==> src/dcr_pkg.sv <==
// dcr_pkg: offsets, field positions, reset values and carrier types of the channel control bank
package dcr_pkg;
  localparam int NUM_CHAN = 4;
  localparam int ADDR_W = 8;
  localparam int DATA_W = 32;

  // register addresses
  localparam logic [7:0] ADDR_CHANNEL_SELECT = 8'h00;
  localparam logic [7:0] ADDR_GLOBAL_FUNCTION_TWO = 8'h02;
  localparam logic [7:0] ADDR_CHANNEL_FUNCTION = 8'h03;
  localparam logic [7:0] ADDR_FREQ_WORD_ZERO = 8'h04;
  localparam logic [7:0] ADDR_PHASE_OFFSET_ZERO = 8'h05;
  localparam logic [7:0] ADDR_AMPLITUDE_CONTROL = 8'h06;
  localparam logic [7:0] ADDR_SWEEP_RAMP_RATE = 8'h07;
  localparam logic [7:0] ADDR_RISING_DELTA = 8'h08;
  localparam logic [7:0] ADDR_FALLING_DELTA = 8'h09;

  // reset values
  localparam logic [7:0] RST_CHANNEL_SELECT = 8'hF0;
  localparam logic [15:0] RST_GLOBAL_FUNCTION_TWO = 16'h0000;

  // channel select fields
  localparam int CS_ENABLE_LSB = 4;

  // global function two fields
  localparam int GF_CLR_PHASE = 12;
  localparam int GF_AUTO_PHASE = 13;
  localparam int GF_CLR_SWEEP = 14;
  localparam int GF_AUTO_SWEEP = 15;

  // channel function fields
  localparam int CF_SINE = 0;
  localparam int CF_CLR_PHASE = 1;
  localparam int CF_AUTO_PHASE = 2;
  localparam int CF_CLR_SWEEP = 3;
  localparam int CF_AUTO_SWEEP = 4;
  localparam int CF_MATCH_PIPE = 5;
  localparam int CF_DAC_PD = 6;
  localparam int CF_DIG_PD = 7;
  localparam int CF_DAC_LSB_LO = 8;
  localparam int CF_MUST_ZERO = 10;
  localparam int CF_SWEEP_LOAD = 13;
  localparam int CF_SWEEP_EN = 14;
  localparam int CF_NO_DWELL = 15;
  localparam int CF_MOD_LO = 22;

  // phase offset word
  localparam int POW_W = 14;

  // amplitude control fields
  localparam int AC_ASF_W = 10;
  localparam int AC_LOAD = 10;
  localparam int AC_AUTO = 11;
  localparam int AC_MULT_EN = 12;
  localparam int AC_STEP_LO = 14;
  localparam int AC_RATE_LO = 16;

  typedef struct packed {
    logic [23:0] channel_function;
    logic [31:0] channel_frequency_word_zero;
    logic [15:0] channel_phase_offset_zero;
    logic [23:0] amplitude_control;
    logic [15:0] sweep_ramp_rate;
    logic [31:0] rising_delta_word;
    logic [31:0] falling_delta_word;
  } dcr_chan_regs_t;

  localparam dcr_chan_regs_t RST_CHAN_REGS = '0;

  typedef struct packed {
    logic phase_clear;
    logic phase_autoclear;
    logic sweep_clear;
    logic sweep_autoclear;
    logic sine_sel;
    logic match_pipe;
    logic dac_powerdown;
    logic digital_powerdown;
    logic [1:0] dac_lsb;
    logic sweep_timer_load;
    logic sweep_enable;
    logic no_dwell;
    logic [1:0] mod_type;
    logic [31:0] freq_word;
    logic [13:0] phase_word;
    logic [9:0] amp_scale;
    logic amp_mult_enable;
    logic amplitude_ramp_updown;
    logic amp_timer_load;
    logic [1:0] amp_step;
    logic [7:0] amp_rate;
    logic [15:0] sweep_rate;
    logic [31:0] rising_delta;
    logic [31:0] falling_delta;
  } dcr_chan_ctl_t;
endpackage : dcr_pkg

==> src/dcr_channel_regs.sv <==
// dcr_channel_regs: buffered per-channel and global control registers of the synthesizer
module dcr_channel_regs
  import dcr_pkg::*;
(
  input wire logic i_clk,
  input wire logic i_reset,
  input wire logic i_wr,
  input wire logic i_rd,
  input wire logic [ADDR_W-1:0] i_addr,
  input wire logic [DATA_W-1:0] i_wdata,
  input wire logic i_update,
  input wire logic [3:0] i_profile,
  output logic [DATA_W-1:0] o_rdata,
  output logic o_rvalid,
  output logic [7:0] o_channel_select,
  output dcr_chan_ctl_t [NUM_CHAN-1:0] o_ctl
);

  // merge one host write into a channel's buffered copy
  function automatic dcr_chan_regs_t chan_write(input dcr_chan_regs_t r,
                                                input logic [ADDR_W-1:0] a,
                                                input logic [DATA_W-1:0] d);
    dcr_chan_regs_t n;
    n = r;
    case (a)
      ADDR_CHANNEL_FUNCTION: n.channel_function = d[23:0];
      ADDR_FREQ_WORD_ZERO: n.channel_frequency_word_zero = d;
      ADDR_PHASE_OFFSET_ZERO: n.channel_phase_offset_zero = d[15:0];
      ADDR_AMPLITUDE_CONTROL: n.amplitude_control = d[23:0];
      ADDR_SWEEP_RAMP_RATE: n.sweep_ramp_rate = d[15:0];
      ADDR_RISING_DELTA: n.rising_delta_word = d;
      ADDR_FALLING_DELTA: n.falling_delta_word = d;
      default: n = r;
    endcase
    return n;
  endfunction : chan_write

  // read view of a channel's buffered copy
  function automatic logic [DATA_W-1:0] chan_read(input dcr_chan_regs_t r,
                                                  input logic [ADDR_W-1:0] a);
    logic [DATA_W-1:0] v;
    v = '0;
    case (a)
      ADDR_CHANNEL_FUNCTION: v = {8'h00, r.channel_function};
      ADDR_FREQ_WORD_ZERO: v = r.channel_frequency_word_zero;
      ADDR_PHASE_OFFSET_ZERO: v = {18'h00000, r.channel_phase_offset_zero[POW_W-1:0]};
      ADDR_AMPLITUDE_CONTROL: v = {8'h00, r.amplitude_control};
      ADDR_SWEEP_RAMP_RATE: v = {16'h0000, r.sweep_ramp_rate};
      ADDR_RISING_DELTA: v = r.rising_delta_word;
      ADDR_FALLING_DELTA: v = r.falling_delta_word;
      default: v = '0;
    endcase
    return v;
  endfunction : chan_read

  logic [7:0] channel_select;
  logic [15:0] gf_buf;
  logic [15:0] gf_act;
  dcr_chan_regs_t chan_buf [NUM_CHAN];
  dcr_chan_regs_t chan_act [NUM_CHAN];
  logic [2:0] upd_sync;
  logic upd_level;
  logic upd_pulse;
  logic [3:0] prof_sync [3];
  logic [3:0] prof_level;
  logic prof_change;
  logic [1:0] read_chan;

  // channel enables apply at once, no update needed
  always_ff @(posedge i_clk) begin
    if (i_reset) begin
      channel_select <= RST_CHANNEL_SELECT;
    end else if (i_wr && i_addr == ADDR_CHANNEL_SELECT) begin
      channel_select <= i_wdata[7:0];
    end
  end

  // update pin: three flops, a rise counts once the last two agree
  always_ff @(posedge i_clk) begin
    if (i_reset) begin
      upd_sync <= '0;
      upd_level <= 1'b0;
      upd_pulse <= 1'b0;
    end else begin
      upd_sync <= {upd_sync[1:0], i_update};
      if (upd_sync[1] == upd_sync[2]) begin
        upd_level <= upd_sync[2];
      end
      upd_pulse <= (upd_sync[1] == upd_sync[2]) && upd_sync[2] && !upd_level;
    end
  end

  // profile pins, same filtering; any settled change is one event
  always_ff @(posedge i_clk) begin
    if (i_reset) begin
      prof_sync[0] <= '0;
      prof_sync[1] <= '0;
      prof_sync[2] <= '0;
      prof_level <= '0;
      prof_change <= 1'b0;
    end else begin
      prof_sync[0] <= i_profile;
      prof_sync[1] <= prof_sync[0];
      prof_sync[2] <= prof_sync[1];
      if (prof_sync[1] == prof_sync[2]) begin
        prof_level <= prof_sync[2];
      end
      prof_change <= (prof_sync[1] == prof_sync[2]) && (prof_sync[2] != prof_level);
    end
  end

  // global buffer takes host writes at once
  always_ff @(posedge i_clk) begin
    if (i_reset) begin
      gf_buf <= RST_GLOBAL_FUNCTION_TWO;
    end else if (i_wr && i_addr == ADDR_GLOBAL_FUNCTION_TWO) begin
      gf_buf <= i_wdata[15:0];
    end
  end

  // active global copy moves only on an update
  always_ff @(posedge i_clk) begin
    if (i_reset) begin
      gf_act <= RST_GLOBAL_FUNCTION_TWO;
    end else if (upd_pulse) begin
      gf_act <= gf_buf;
    end
  end

  // per-channel buffers; a write in the update cycle lands for the next update
  always_ff @(posedge i_clk) begin
    for (int c = 0; c < NUM_CHAN; c++) begin
      if (i_reset) begin
        chan_buf[c] <= RST_CHAN_REGS;
      end else if (i_wr && channel_select[CS_ENABLE_LSB+c]) begin
        chan_buf[c] <= chan_write(chan_buf[c], i_addr, i_wdata);
      end
    end
  end

  // active channel copies move only on an update
  always_ff @(posedge i_clk) begin
    for (int c = 0; c < NUM_CHAN; c++) begin
      if (i_reset) begin
        chan_act[c] <= RST_CHAN_REGS;
      end else if (upd_pulse) begin
        chan_act[c] <= chan_buf[c];
      end
    end
  end

  // reads come from the lowest enabled channel, channel 0 if none
  always_comb begin
    read_chan = 2'd0;
    for (int c = NUM_CHAN - 1; c >= 0; c--) begin
      if (channel_select[CS_ENABLE_LSB+c]) begin
        read_chan = c[1:0];
      end
    end
  end

  // read strobe answered one cycle later
  always_ff @(posedge i_clk) begin
    if (i_reset) begin
      o_rvalid <= 1'b0;
    end else begin
      o_rvalid <= i_rd;
    end
  end

  // read data holds until the next read
  always_ff @(posedge i_clk) begin
    if (i_reset) begin
      o_rdata <= '0;
    end else if (i_rd) begin
      if (i_addr == ADDR_CHANNEL_SELECT) begin
        o_rdata <= {24'h000000, channel_select};
      end else if (i_addr == ADDR_GLOBAL_FUNCTION_TWO) begin
        o_rdata <= {16'h0000, gf_buf};
      end else begin
        o_rdata <= chan_read(chan_buf[read_chan], i_addr);
      end
    end
  end

  always_ff @(posedge i_clk) begin
    if (i_reset) begin
      o_channel_select <= RST_CHANNEL_SELECT;
    end else begin
      o_channel_select <= channel_select;
    end
  end

  // control outputs, one flop behind the active copy; clears are levels
  // the auto-clear and timer-load pulses use the values being transferred by that update
  logic [NUM_CHAN-1:0] phase_clear;
  logic [NUM_CHAN-1:0] sweep_clear;
  logic [NUM_CHAN-1:0] phase_autoclear;
  logic [NUM_CHAN-1:0] sweep_autoclear;
  logic [NUM_CHAN-1:0] sweep_timer_load;
  logic [NUM_CHAN-1:0] amp_timer_load;
  logic [NUM_CHAN-1:0] sine_sel;
  logic [NUM_CHAN-1:0] match_pipe;
  logic [NUM_CHAN-1:0] dac_powerdown;
  logic [NUM_CHAN-1:0] digital_powerdown;
  logic [1:0] dac_lsb [NUM_CHAN];
  logic [NUM_CHAN-1:0] sweep_enable;
  logic [NUM_CHAN-1:0] no_dwell;
  logic [1:0] mod_type [NUM_CHAN];
  logic [31:0] freq_word [NUM_CHAN];
  logic [POW_W-1:0] phase_word [NUM_CHAN];
  logic [15:0] sweep_rate [NUM_CHAN];
  logic [31:0] rising_delta [NUM_CHAN];
  logic [31:0] falling_delta [NUM_CHAN];
  logic [AC_ASF_W-1:0] amp_scale [NUM_CHAN];
  logic [NUM_CHAN-1:0] amp_mult_enable;
  logic [NUM_CHAN-1:0] amplitude_ramp_updown;
  logic [1:0] amp_step [NUM_CHAN];
  logic [7:0] amp_rate [NUM_CHAN];

  // clears are levels so the accumulators can clear asynchronously
  always_ff @(posedge i_clk) begin
    for (int c = 0; c < NUM_CHAN; c++) begin
      if (i_reset) begin
        phase_clear[c] <= 1'h0;
        sweep_clear[c] <= 1'h0;
      end else begin
        phase_clear[c] <= gf_act[GF_CLR_PHASE]
                          | chan_act[c].channel_function[CF_CLR_PHASE];
        sweep_clear[c] <= gf_act[GF_CLR_SWEEP]
                          | chan_act[c].channel_function[CF_CLR_SWEEP];
      end
    end
  end

  // one-cycle pulses; profile reloads use the active copy, no update involved
  always_ff @(posedge i_clk) begin
    for (int c = 0; c < NUM_CHAN; c++) begin
      if (i_reset) begin
        phase_autoclear[c] <= 1'h0;
        sweep_autoclear[c] <= 1'h0;
        sweep_timer_load[c] <= 1'h0;
        amp_timer_load[c] <= 1'h0;
      end else begin
        phase_autoclear[c] <= upd_pulse && (gf_buf[GF_AUTO_PHASE]
                              || chan_buf[c].channel_function[CF_AUTO_PHASE]);
        sweep_autoclear[c] <= upd_pulse && (gf_buf[GF_AUTO_SWEEP]
                              || chan_buf[c].channel_function[CF_AUTO_SWEEP]);
        sweep_timer_load[c] <= upd_pulse
                               && chan_buf[c].channel_function[CF_SWEEP_LOAD];
        amp_timer_load[c] <= (upd_pulse && chan_buf[c].amplitude_control[AC_LOAD])
                             || (prof_change
                                 && chan_act[c].amplitude_control[AC_LOAD]);
      end
    end
  end

  // waveform, power and modulation levels of the channel function word
  always_ff @(posedge i_clk) begin
    for (int c = 0; c < NUM_CHAN; c++) begin
      if (i_reset) begin
        sine_sel[c] <= 1'h0;
        match_pipe[c] <= 1'h0;
        dac_powerdown[c] <= 1'h0;
        digital_powerdown[c] <= 1'h0;
        dac_lsb[c] <= 2'h0;
        sweep_enable[c] <= 1'h0;
        no_dwell[c] <= 1'h0;
        mod_type[c] <= 2'h0;
      end else begin
        sine_sel[c] <= chan_act[c].channel_function[CF_SINE];
        match_pipe[c] <= chan_act[c].channel_function[CF_MATCH_PIPE];
        dac_powerdown[c] <= chan_act[c].channel_function[CF_DAC_PD];
        digital_powerdown[c] <= chan_act[c].channel_function[CF_DIG_PD];
        dac_lsb[c] <= chan_act[c].channel_function[CF_DAC_LSB_LO +: 2];
        sweep_enable[c] <= chan_act[c].channel_function[CF_SWEEP_EN];
        no_dwell[c] <= chan_act[c].channel_function[CF_NO_DWELL]
                       & chan_act[c].channel_function[CF_SWEEP_EN];
        mod_type[c] <= chan_act[c].channel_function[CF_MOD_LO +: 2];
      end
    end
  end

  // tuning, phase and sweep words
  always_ff @(posedge i_clk) begin
    for (int c = 0; c < NUM_CHAN; c++) begin
      if (i_reset) begin
        freq_word[c] <= '0;
        phase_word[c] <= '0;
        sweep_rate[c] <= '0;
        rising_delta[c] <= '0;
        falling_delta[c] <= '0;
      end else begin
        freq_word[c] <= chan_act[c].channel_frequency_word_zero;
        phase_word[c] <= chan_act[c].channel_phase_offset_zero[POW_W-1:0];
        sweep_rate[c] <= chan_act[c].sweep_ramp_rate;
        rising_delta[c] <= chan_act[c].rising_delta_word;
        falling_delta[c] <= chan_act[c].falling_delta_word;
      end
    end
  end

  // amplitude path; auto ramping means nothing with the multiplier bypassed
  always_ff @(posedge i_clk) begin
    for (int c = 0; c < NUM_CHAN; c++) begin
      if (i_reset) begin
        amp_scale[c] <= '0;
        amp_mult_enable[c] <= 1'h0;
        amplitude_ramp_updown[c] <= 1'h0;
        amp_step[c] <= 2'h0;
        amp_rate[c] <= 8'h00;
      end else begin
        amp_scale[c] <= chan_act[c].amplitude_control[AC_ASF_W-1:0];
        amp_mult_enable[c] <= chan_act[c].amplitude_control[AC_MULT_EN];
        amplitude_ramp_updown[c] <= chan_act[c].amplitude_control[AC_AUTO]
                                    & chan_act[c].amplitude_control[AC_MULT_EN];
        amp_step[c] <= chan_act[c].amplitude_control[AC_STEP_LO +: 2];
        amp_rate[c] <= chan_act[c].amplitude_control[AC_RATE_LO +: 8];
      end
    end
  end

  // the port carries the flops above with no logic between
  always_comb begin
    for (int c = 0; c < NUM_CHAN; c++) begin
      o_ctl[c].phase_clear = phase_clear[c];
      o_ctl[c].phase_autoclear = phase_autoclear[c];
      o_ctl[c].sweep_clear = sweep_clear[c];
      o_ctl[c].sweep_autoclear = sweep_autoclear[c];
      o_ctl[c].sine_sel = sine_sel[c];
      o_ctl[c].match_pipe = match_pipe[c];
      o_ctl[c].dac_powerdown = dac_powerdown[c];
      o_ctl[c].digital_powerdown = digital_powerdown[c];
      o_ctl[c].dac_lsb = dac_lsb[c];
      o_ctl[c].sweep_timer_load = sweep_timer_load[c];
      o_ctl[c].sweep_enable = sweep_enable[c];
      o_ctl[c].no_dwell = no_dwell[c];
      o_ctl[c].mod_type = mod_type[c];
      o_ctl[c].freq_word = freq_word[c];
      o_ctl[c].phase_word = phase_word[c];
      o_ctl[c].amp_scale = amp_scale[c];
      o_ctl[c].amp_mult_enable = amp_mult_enable[c];
      o_ctl[c].amplitude_ramp_updown = amplitude_ramp_updown[c];
      o_ctl[c].amp_timer_load = amp_timer_load[c];
      o_ctl[c].amp_step = amp_step[c];
      o_ctl[c].amp_rate = amp_rate[c];
      o_ctl[c].sweep_rate = sweep_rate[c];
      o_ctl[c].rising_delta = rising_delta[c];
      o_ctl[c].falling_delta = falling_delta[c];
    end
  end

endmodule : dcr_channel_regs

==> config.mk <==
export PLATFORM = sky130hd
export DESIGN_NAME = dcr_channel_regs
export DESIGN_NICKNAME = d
export VERILOG_FILES = /design/src/dcr_pkg.sv /design/src/dcr_channel_regs.sv
export SDC_FILE = /design/constraint.sdc
export NUM_CORES = 2
export LEC_CHECK = 0
export ABC_AREA = 0
export ABC_CLOCK_PERIOD_IN_PS = 11500
export BUFFER_PORTS_ARGS = -buffer_cell sky130_fd_sc_hd__buf_2
export CAP_MARGIN = 25
export CORE_ASPECT_RATIO = 1.5
export CORE_MARGIN = 2
export CORE_UTILIZATION = 50
export CTS_CLUSTER_DIAMETER = 40
export DETAILED_ROUTE_END_ITERATION = 10
export GPL_ROUTABILITY_DRIVEN = 0
export HOLD_SLACK_MARGIN = 0.08
export PLACE_DENSITY_LB_ADDON = 0.2
export SYNTH_ARGS = -nofsm -noshare
export SYNTH_HDL_FRONTEND = slang
export SYNTH_SLANG_ARGS = --single-unit
==> constraint.sdc <==
create_clock -name i_clk -period 11.5 [get_ports i_clk]
set_input_delay 0.575 -clock i_clk [delete_from_list [all_inputs] [get_ports i_clk]]
set_output_delay 0.575 -clock i_clk [all_outputs]
set_load 0.005 [all_outputs]
# After elaboration in Yosys (flattened, before gate mapping)
# Memories as Yosys holds them, arrays and structs flattened.
# Index checks and enable logic that the tools add are counted.
# word_totals
in_bits,49
wordCells,319
ram_bits,2020
memories,13
register_bits,146
# memory_table
memory,depth,width,rd,rd_clocked_by_memory_dff,write_ports,line,source
chan_act,4,176,4,0,4,dcr_channel_regs.sv:60,dcr_chan_regs_t chan_act [NUM_CHAN];
chan_buf,4,176,5,0,4,dcr_channel_regs.sv:59,dcr_chan_regs_t chan_buf [NUM_CHAN];
falling_delta,4,32,4,0,4,dcr_channel_regs.sv:214,logic [31:0] falling_delta [NUM_CHAN];
freq_word,4,32,4,0,4,dcr_channel_regs.sv:210,logic [31:0] freq_word [NUM_CHAN];
rising_delta,4,32,4,0,4,dcr_channel_regs.sv:213,logic [31:0] rising_delta [NUM_CHAN];
sweep_rate,4,16,4,0,4,dcr_channel_regs.sv:212,logic [15:0] sweep_rate [NUM_CHAN];
+7 memories,n/a,n/a,n/a,n/a,n/a,n/a,
# op_classes
muxes,160
reduce_logical,43
n_eq_ne,11
bitwise,67
# op_table
operator,count
2-to-1 mux 32 bit,50
2-to-1 mux 176 bit,8
2-to-1 mux 24 bit,24
2-to-1 mux 16 bit,28
case mux 32 bit (7 select lines),1
bitwise OR 1 bit,59
2-to-1 mux 14 bit,4
2-to-1 mux 10 bit,4
"== test 8 x 3 -> 1 bit, second input constant",4
2-to-1 mux 2 bit,16
2-to-1 mux 8 bit,4
logical AND 1 bit,29
2-to-1 mux 1 bit,18
"== test 8 x 2 -> 1 bit, second input constant",2
"== test 8 x 4 -> 1 bit, second input constant",2
logical OR 1 bit,12
2-to-1 mux 4 bit,3
bitwise AND 1 bit,8
zero test 8 bit,1
== test 4 bit,1
inequality test 4 bit,1
== test 1 bit,1
zero test 1 bit,1

# Logic depth before layout (Yosys ltp)
# An unclocked memory read counts as a cell.
# depth
depth_word,8
ltp_mapped,10
ltp_nobuf,6

# Least setup slack after synthesis
# No wires, ideal clock.
# synth_timing
path_kind,input-to-reg
start,input port i_reset
end,"memory chan_act[0][0] (netlist name), enable pin"
arrival_time_ps,9066
slack_ps,1687
path_buffers,3
required_ps,10753
cell_stages,4
setup_ps,747
cell_sequence,clkbuf_1 -> clkbuf_1 -> clkbuf_1 -> or2_2
# synth_lines
element,line,source
from (decl),dcr_channel_regs.sv:6,"input wire logic i_reset,"
to (decl),dcr_channel_regs.sv:60,

# Worst setup path after layout
# layout_timing
start,register channel_select[7]
end,register o_rdata[2]
# layout_via
elab_chain_cells,8
# layout_lines
element,line,source
from (decl),dcr_channel_regs.sv:56,logic [7:0] channel_select;
from (signal assigned),dcr_channel_regs.sv:74,channel_select <= i_wdata[7:0];
2-to-1 mux 2 bit (4 in a row),dcr_channel_regs.sv:156,if (channel_select[CS_ENABLE_LSB+c]) begin
memory read (4 x 176 bit),n/a,
case mux 32 bit (7 select lines),dcr_channel_regs.sv:43,case (a)
2-to-1 mux 32 bit,dcr_channel_regs.sv:178,end else if (i_addr == ADDR_GLOBAL_FUNCTION_TWO) begin
2-to-1 mux 32 bit,dcr_channel_regs.sv:176,if (i_addr == ADDR_CHANNEL_SELECT) begin
to (signal assigned),dcr_channel_regs.sv:177,"o_rdata <= {24'h000000, channel_select};"
to (signal assigned),dcr_channel_regs.sv:179,"o_rdata <= {16'h0000, gf_buf};"
to (signal assigned),dcr_channel_regs.sv:181,"o_rdata <= chan_read(chan_buf[read_chan], i_addr);"
to (decl),dcr_channel_regs.sv:13,"output logic [DATA_W-1:0] o_rdata,"
# No other way between the ends.
# A chain may end at the register's enable or synchronous reset.

==> impl_metrics.json <==
{
  "crit_path_end_kind": "flop",
  "yosysSeqAreaShare": 0.758,
  "finalHoldViolCount": 0,
  "syn_inst": 4867,
  "grt_start_max_net_pins": 263,
  "startpoint": "channel_select[7]",
  "cts_root_buf": "clkbuf_16",
  "grt_usage": 0.351,
  "synth_cell_type_count": 73,
  "numCtsBuffers": 196,
  "synth_top_area_frac": 0.553,
  "period_minus_slack_ns": 4.62,
  "ir_drop_v": 0.000156,
  "placed_area_mm2": 0.0783,
  "antenna_found_initial": 76,
  "r2r_start": "channel_select[7]",
  "vias": 45753,
  "layout-drive-gt1-share": 0.217,
  "overflow": 0,
  "clkPwrFrac": 0.426,
  "worst-path-max-fanout": 69,
  "multi_input_area_mm2": 0.0163,
  "die_h_um": 471,
  "rsz0062_at_grt": "false",
  "die_w_um": 315,
  "ant_nets": 0,
  "async_flop_share": 0,
  "switchingPower_mw": 3.60,
  "drt-total-wl_um": 264000,
  "yosys_register_bits": 2085,
  "status": "complete, no violations",
  "detail_route.wl_per_cell_um": 34.2,
  "io_pins": 746,
  "grt_pass1_wl_um": 352000,
  "yosys-top-cells-area": "edfxtp_1, dfxtp_1, and2_1",
  "internal_power_mw": 12.2,
  "slew_headroom": 0.0488,
  "worstSetupStartpointType": "flop",
  "min_from": "i_wdata[7]",
  "final-max-slew-violation-count": 0,
  "drt-initial-drc-count": 7276,
  "syn2layout_area_growth_pct": 17.5,
  "synth_area_mm2": 0.0727,
  "cts.sinks": 2085,
  "row_count": 171,
  "final-setup-viol-count": 0,
  "htree_levels": 4,
  "synthesis.nets": 4917,
  "holdCritPathClass": "in2reg",
  "die-area_mm2": 0.149,
  "critPathArrivalTime_ns": 5.33,
  "seqPwrFrac": 0.537,
  "clkTransAtPathRegs_ns": 0.07,
  "synth_ff_type": "edfxtp_1",
  "power.leakage_nw": 34.1,
  "nNetsFinal": 5658,
  "drv_cap": 0,
  "cts_tree": "yes",
  "post-route-cell-area_mm2": 0.0855,
  "cts-resized-gates": 0,
  "period_share": 0.401,
  "nFillCells": 11426,
  "dp_hpwl_um": 186000,
  "vias_per_cell": 5.92,
  "clk_latency_ns": 0.86,
  "yosys_warnings": 0,
  "tightest_slew_ns": 1.43,
  "hold_slack_ns": 0.139,
  "p_sw_frac": 0.228,
  "regArea_mm2": 0.0552,
  "path_class": "reg2reg",
  "postSynthAreaPerCell_um2": 14.9,
  "cts_buffer_depth": 3,
  "final_core_util": 0.591,
  "fin_tns_setup_ns": 0,
  "worst-endpoint-required_ns": 12.22,
  "synth_top_area_cell": "edfxtp_1",
  "start_util": 0.503,
  "synth_edf_count": 1340,
  "powerDensity_mw_per_mm2": 185,
  "drt-pass1-iter-count": 7,
  "drc_errors": 0,
  "core_mm2": 0.145,
  "port_buffers": 745,
  "skew_ns": 0.0462,
  "fmax_mhz": 217,
  "grt_pass1_vias": 42920,
  "p_comb_frac": 0.037
}
## flip-flops by register name (all words and copies together) (netlist names), 12 cells and up
| signal | cells |
|---|---|
| phase_word | 56 |
| rising_delta | 128 |
| prof_sync | 12 |
| sweep_rate | 64 |
| gf_buf | 16 |
| chan_buf | 696 |
| chan_act | 644 |
| amp_rate | 32 |
| o_rdata | 32 |
| freq_word | 128 |
| amp_scale | 40 |
| falling_delta | 128 |
## critical path, cell delays in order (launching register included)
cell	delay [ns]
dfxtp_4	0.58
buf_4	0.69
nor2b_4	0.55
buf_4	0.58
o21ai_4	0.30
buf_4	0.47
mux4_2	0.58
o2bb2ai_1	0.14
a211oi_1	0.32
a31oi_1	0.14
## cell families after synthesis
family          after synthesis  share of synthesized area
flops                      2085                      0.758
simple gates               1826                      0.150
compound gates              525                     0.0502
buf+inv                     325                     0.0185
mux                          97                     0.0216
xor+xnor                      8                   0.000963
fa+ha+maj                     1                   0.000172
## layout make-up
type | count | share of cell area
Inverter | 14 | 0.000615
Sequential cell | 2085 | 0.645
Timing Repair Buffer | 854 | 0.0551
Tap cell | 1903 | 0.0278
Antenna cell | 44 | 0.00129
Multi-Input combinational cell | 2457 | 0.191
Clock buffer | 260 | 0.0656
Clock inverter | 112 | 0.0133
## layer usage
| layer | share of wire | wire (µm) | GRT usage | vias to the layer above |
|---|---|---|---|---|
| li1 | - | - | - | 18791 |
| met1 | 0.35 | 91800 | 0.433 | 22382 |
| met2 | 0.44 | 116000 | 0.518 | 3752 |
| met3 | 0.13 | 33400 | 0.117 | 786 |
| met4 | 0.087 | 23100 | 0.243 | 42 |
| met5 | 0.0013 | 352 | 0.0109 | - |
## final timing paths
kind	end	cells after the start	slack (ns)
worst max-delay path	o_rdata[2]	9	6.88
worst min-delay path	gf_buf[7]	3	0.14
worst max register to register	o_rdata[2]	9	6.88
worst min register to register	upd_pulse	1	0.43
## per-stage QoR
| stage | total power, mW | setup slack [ns] | std cells |
|---|---|---|---|
| floorplan | 8.78 | 1.69 | 4867 |
| CTS | 15.8 | 7.07 | 7669 |
| detailed placement | 9.17 | 7.07 | 7279 |
| global placement | 9.17 | 7.14 | 7274 |
| finish | 15.8 | 6.88 | 7729 |
| global route | 16.1 | 6.88 | 7700 |
## layout by cell type, fill, tap and decap left out, drive strengths merged, types with 6 or more instances in the layout
master / netlist / final
o21a: 17 / 17
a21oi: 110 / 110
nand2b: 60 / 60
bufinv: 0 / 12
o22ai: 26 / 26
or2: 7 / 7
a22oi: 53 / 53
inv: 14 / 39
buf: 62 / 834
and2: 663 / 663
and3: 138 / 138
o21bai: 6 / 6
a22o: 14 / 14
nor2: 58 / 58
mux4: 48 / 48
nor2b: 654 / 654
mux2i: 49 / 49
edfxtp: 1340 / 1340
xor2: 8 / 8
and3b: 8 / 8
dlygate4sd3: 0 / 18
clkbuf: 249 / 262
a221o: 25 / 25
nor3: 11 / 11
a32o: 7 / 7
nand4: 7 / 7
dfxtp: 745 / 745
a32oi: 54 / 54
a31oi: 8 / 8
nand3b: 9 / 9
a221oi: 9 / 9
a211oi: 9 / 9
diode: 0 / 44
o221ai: 24 / 24
o21ai: 96 / 96
a21o: 31 / 31
clkinv: 0 / 71
nand3: 39 / 39
a311oi: 7 / 7
nand2: 160 / 160
## power groups by stage
stage / Sequential, mW / Combinational, mW / Clock, mW
after floorplan: 8.53 / 0.255 / 0
after global placement: 8.63 / 0.535 / 0
after detailed placement: 8.63 / 0.540 / 0
after CTS: 8.47 / 0.551 / 6.75
after global routing: 8.49 / 0.595 / 7.02
final: 8.48 / 0.579 / 6.73
## synth_stat cells (13+ instances only)
master    count
o21ai_0      93
a21o_1       31
edfxtp_1   1340
mux4_2       48
o22ai_1      26
a221o_1      25
nor2b_1     653
a22oi_1      53
nand2b_1     60
nand3_1      37
buf_2        40
a22o_1       14
mux2i_1      49
o221ai_1     24
buf_4        14
inv_1        13
and3_1      138
and2_1      661
dfxtp_1     745
o21a_1       17
nand2_1     159
a21oi_1     110
a32oi_1      54
clkbuf_1    249
nor2_1       55
## what timing repair did
item | in CTS | in global routing
hold buffers | 18 | 0
endpoints found under the setup margin | 0 | 0
endpoints found under the hold margin | 22 | 0
setup buffers | 0 | 0
(Power assumes the default switching activity.)
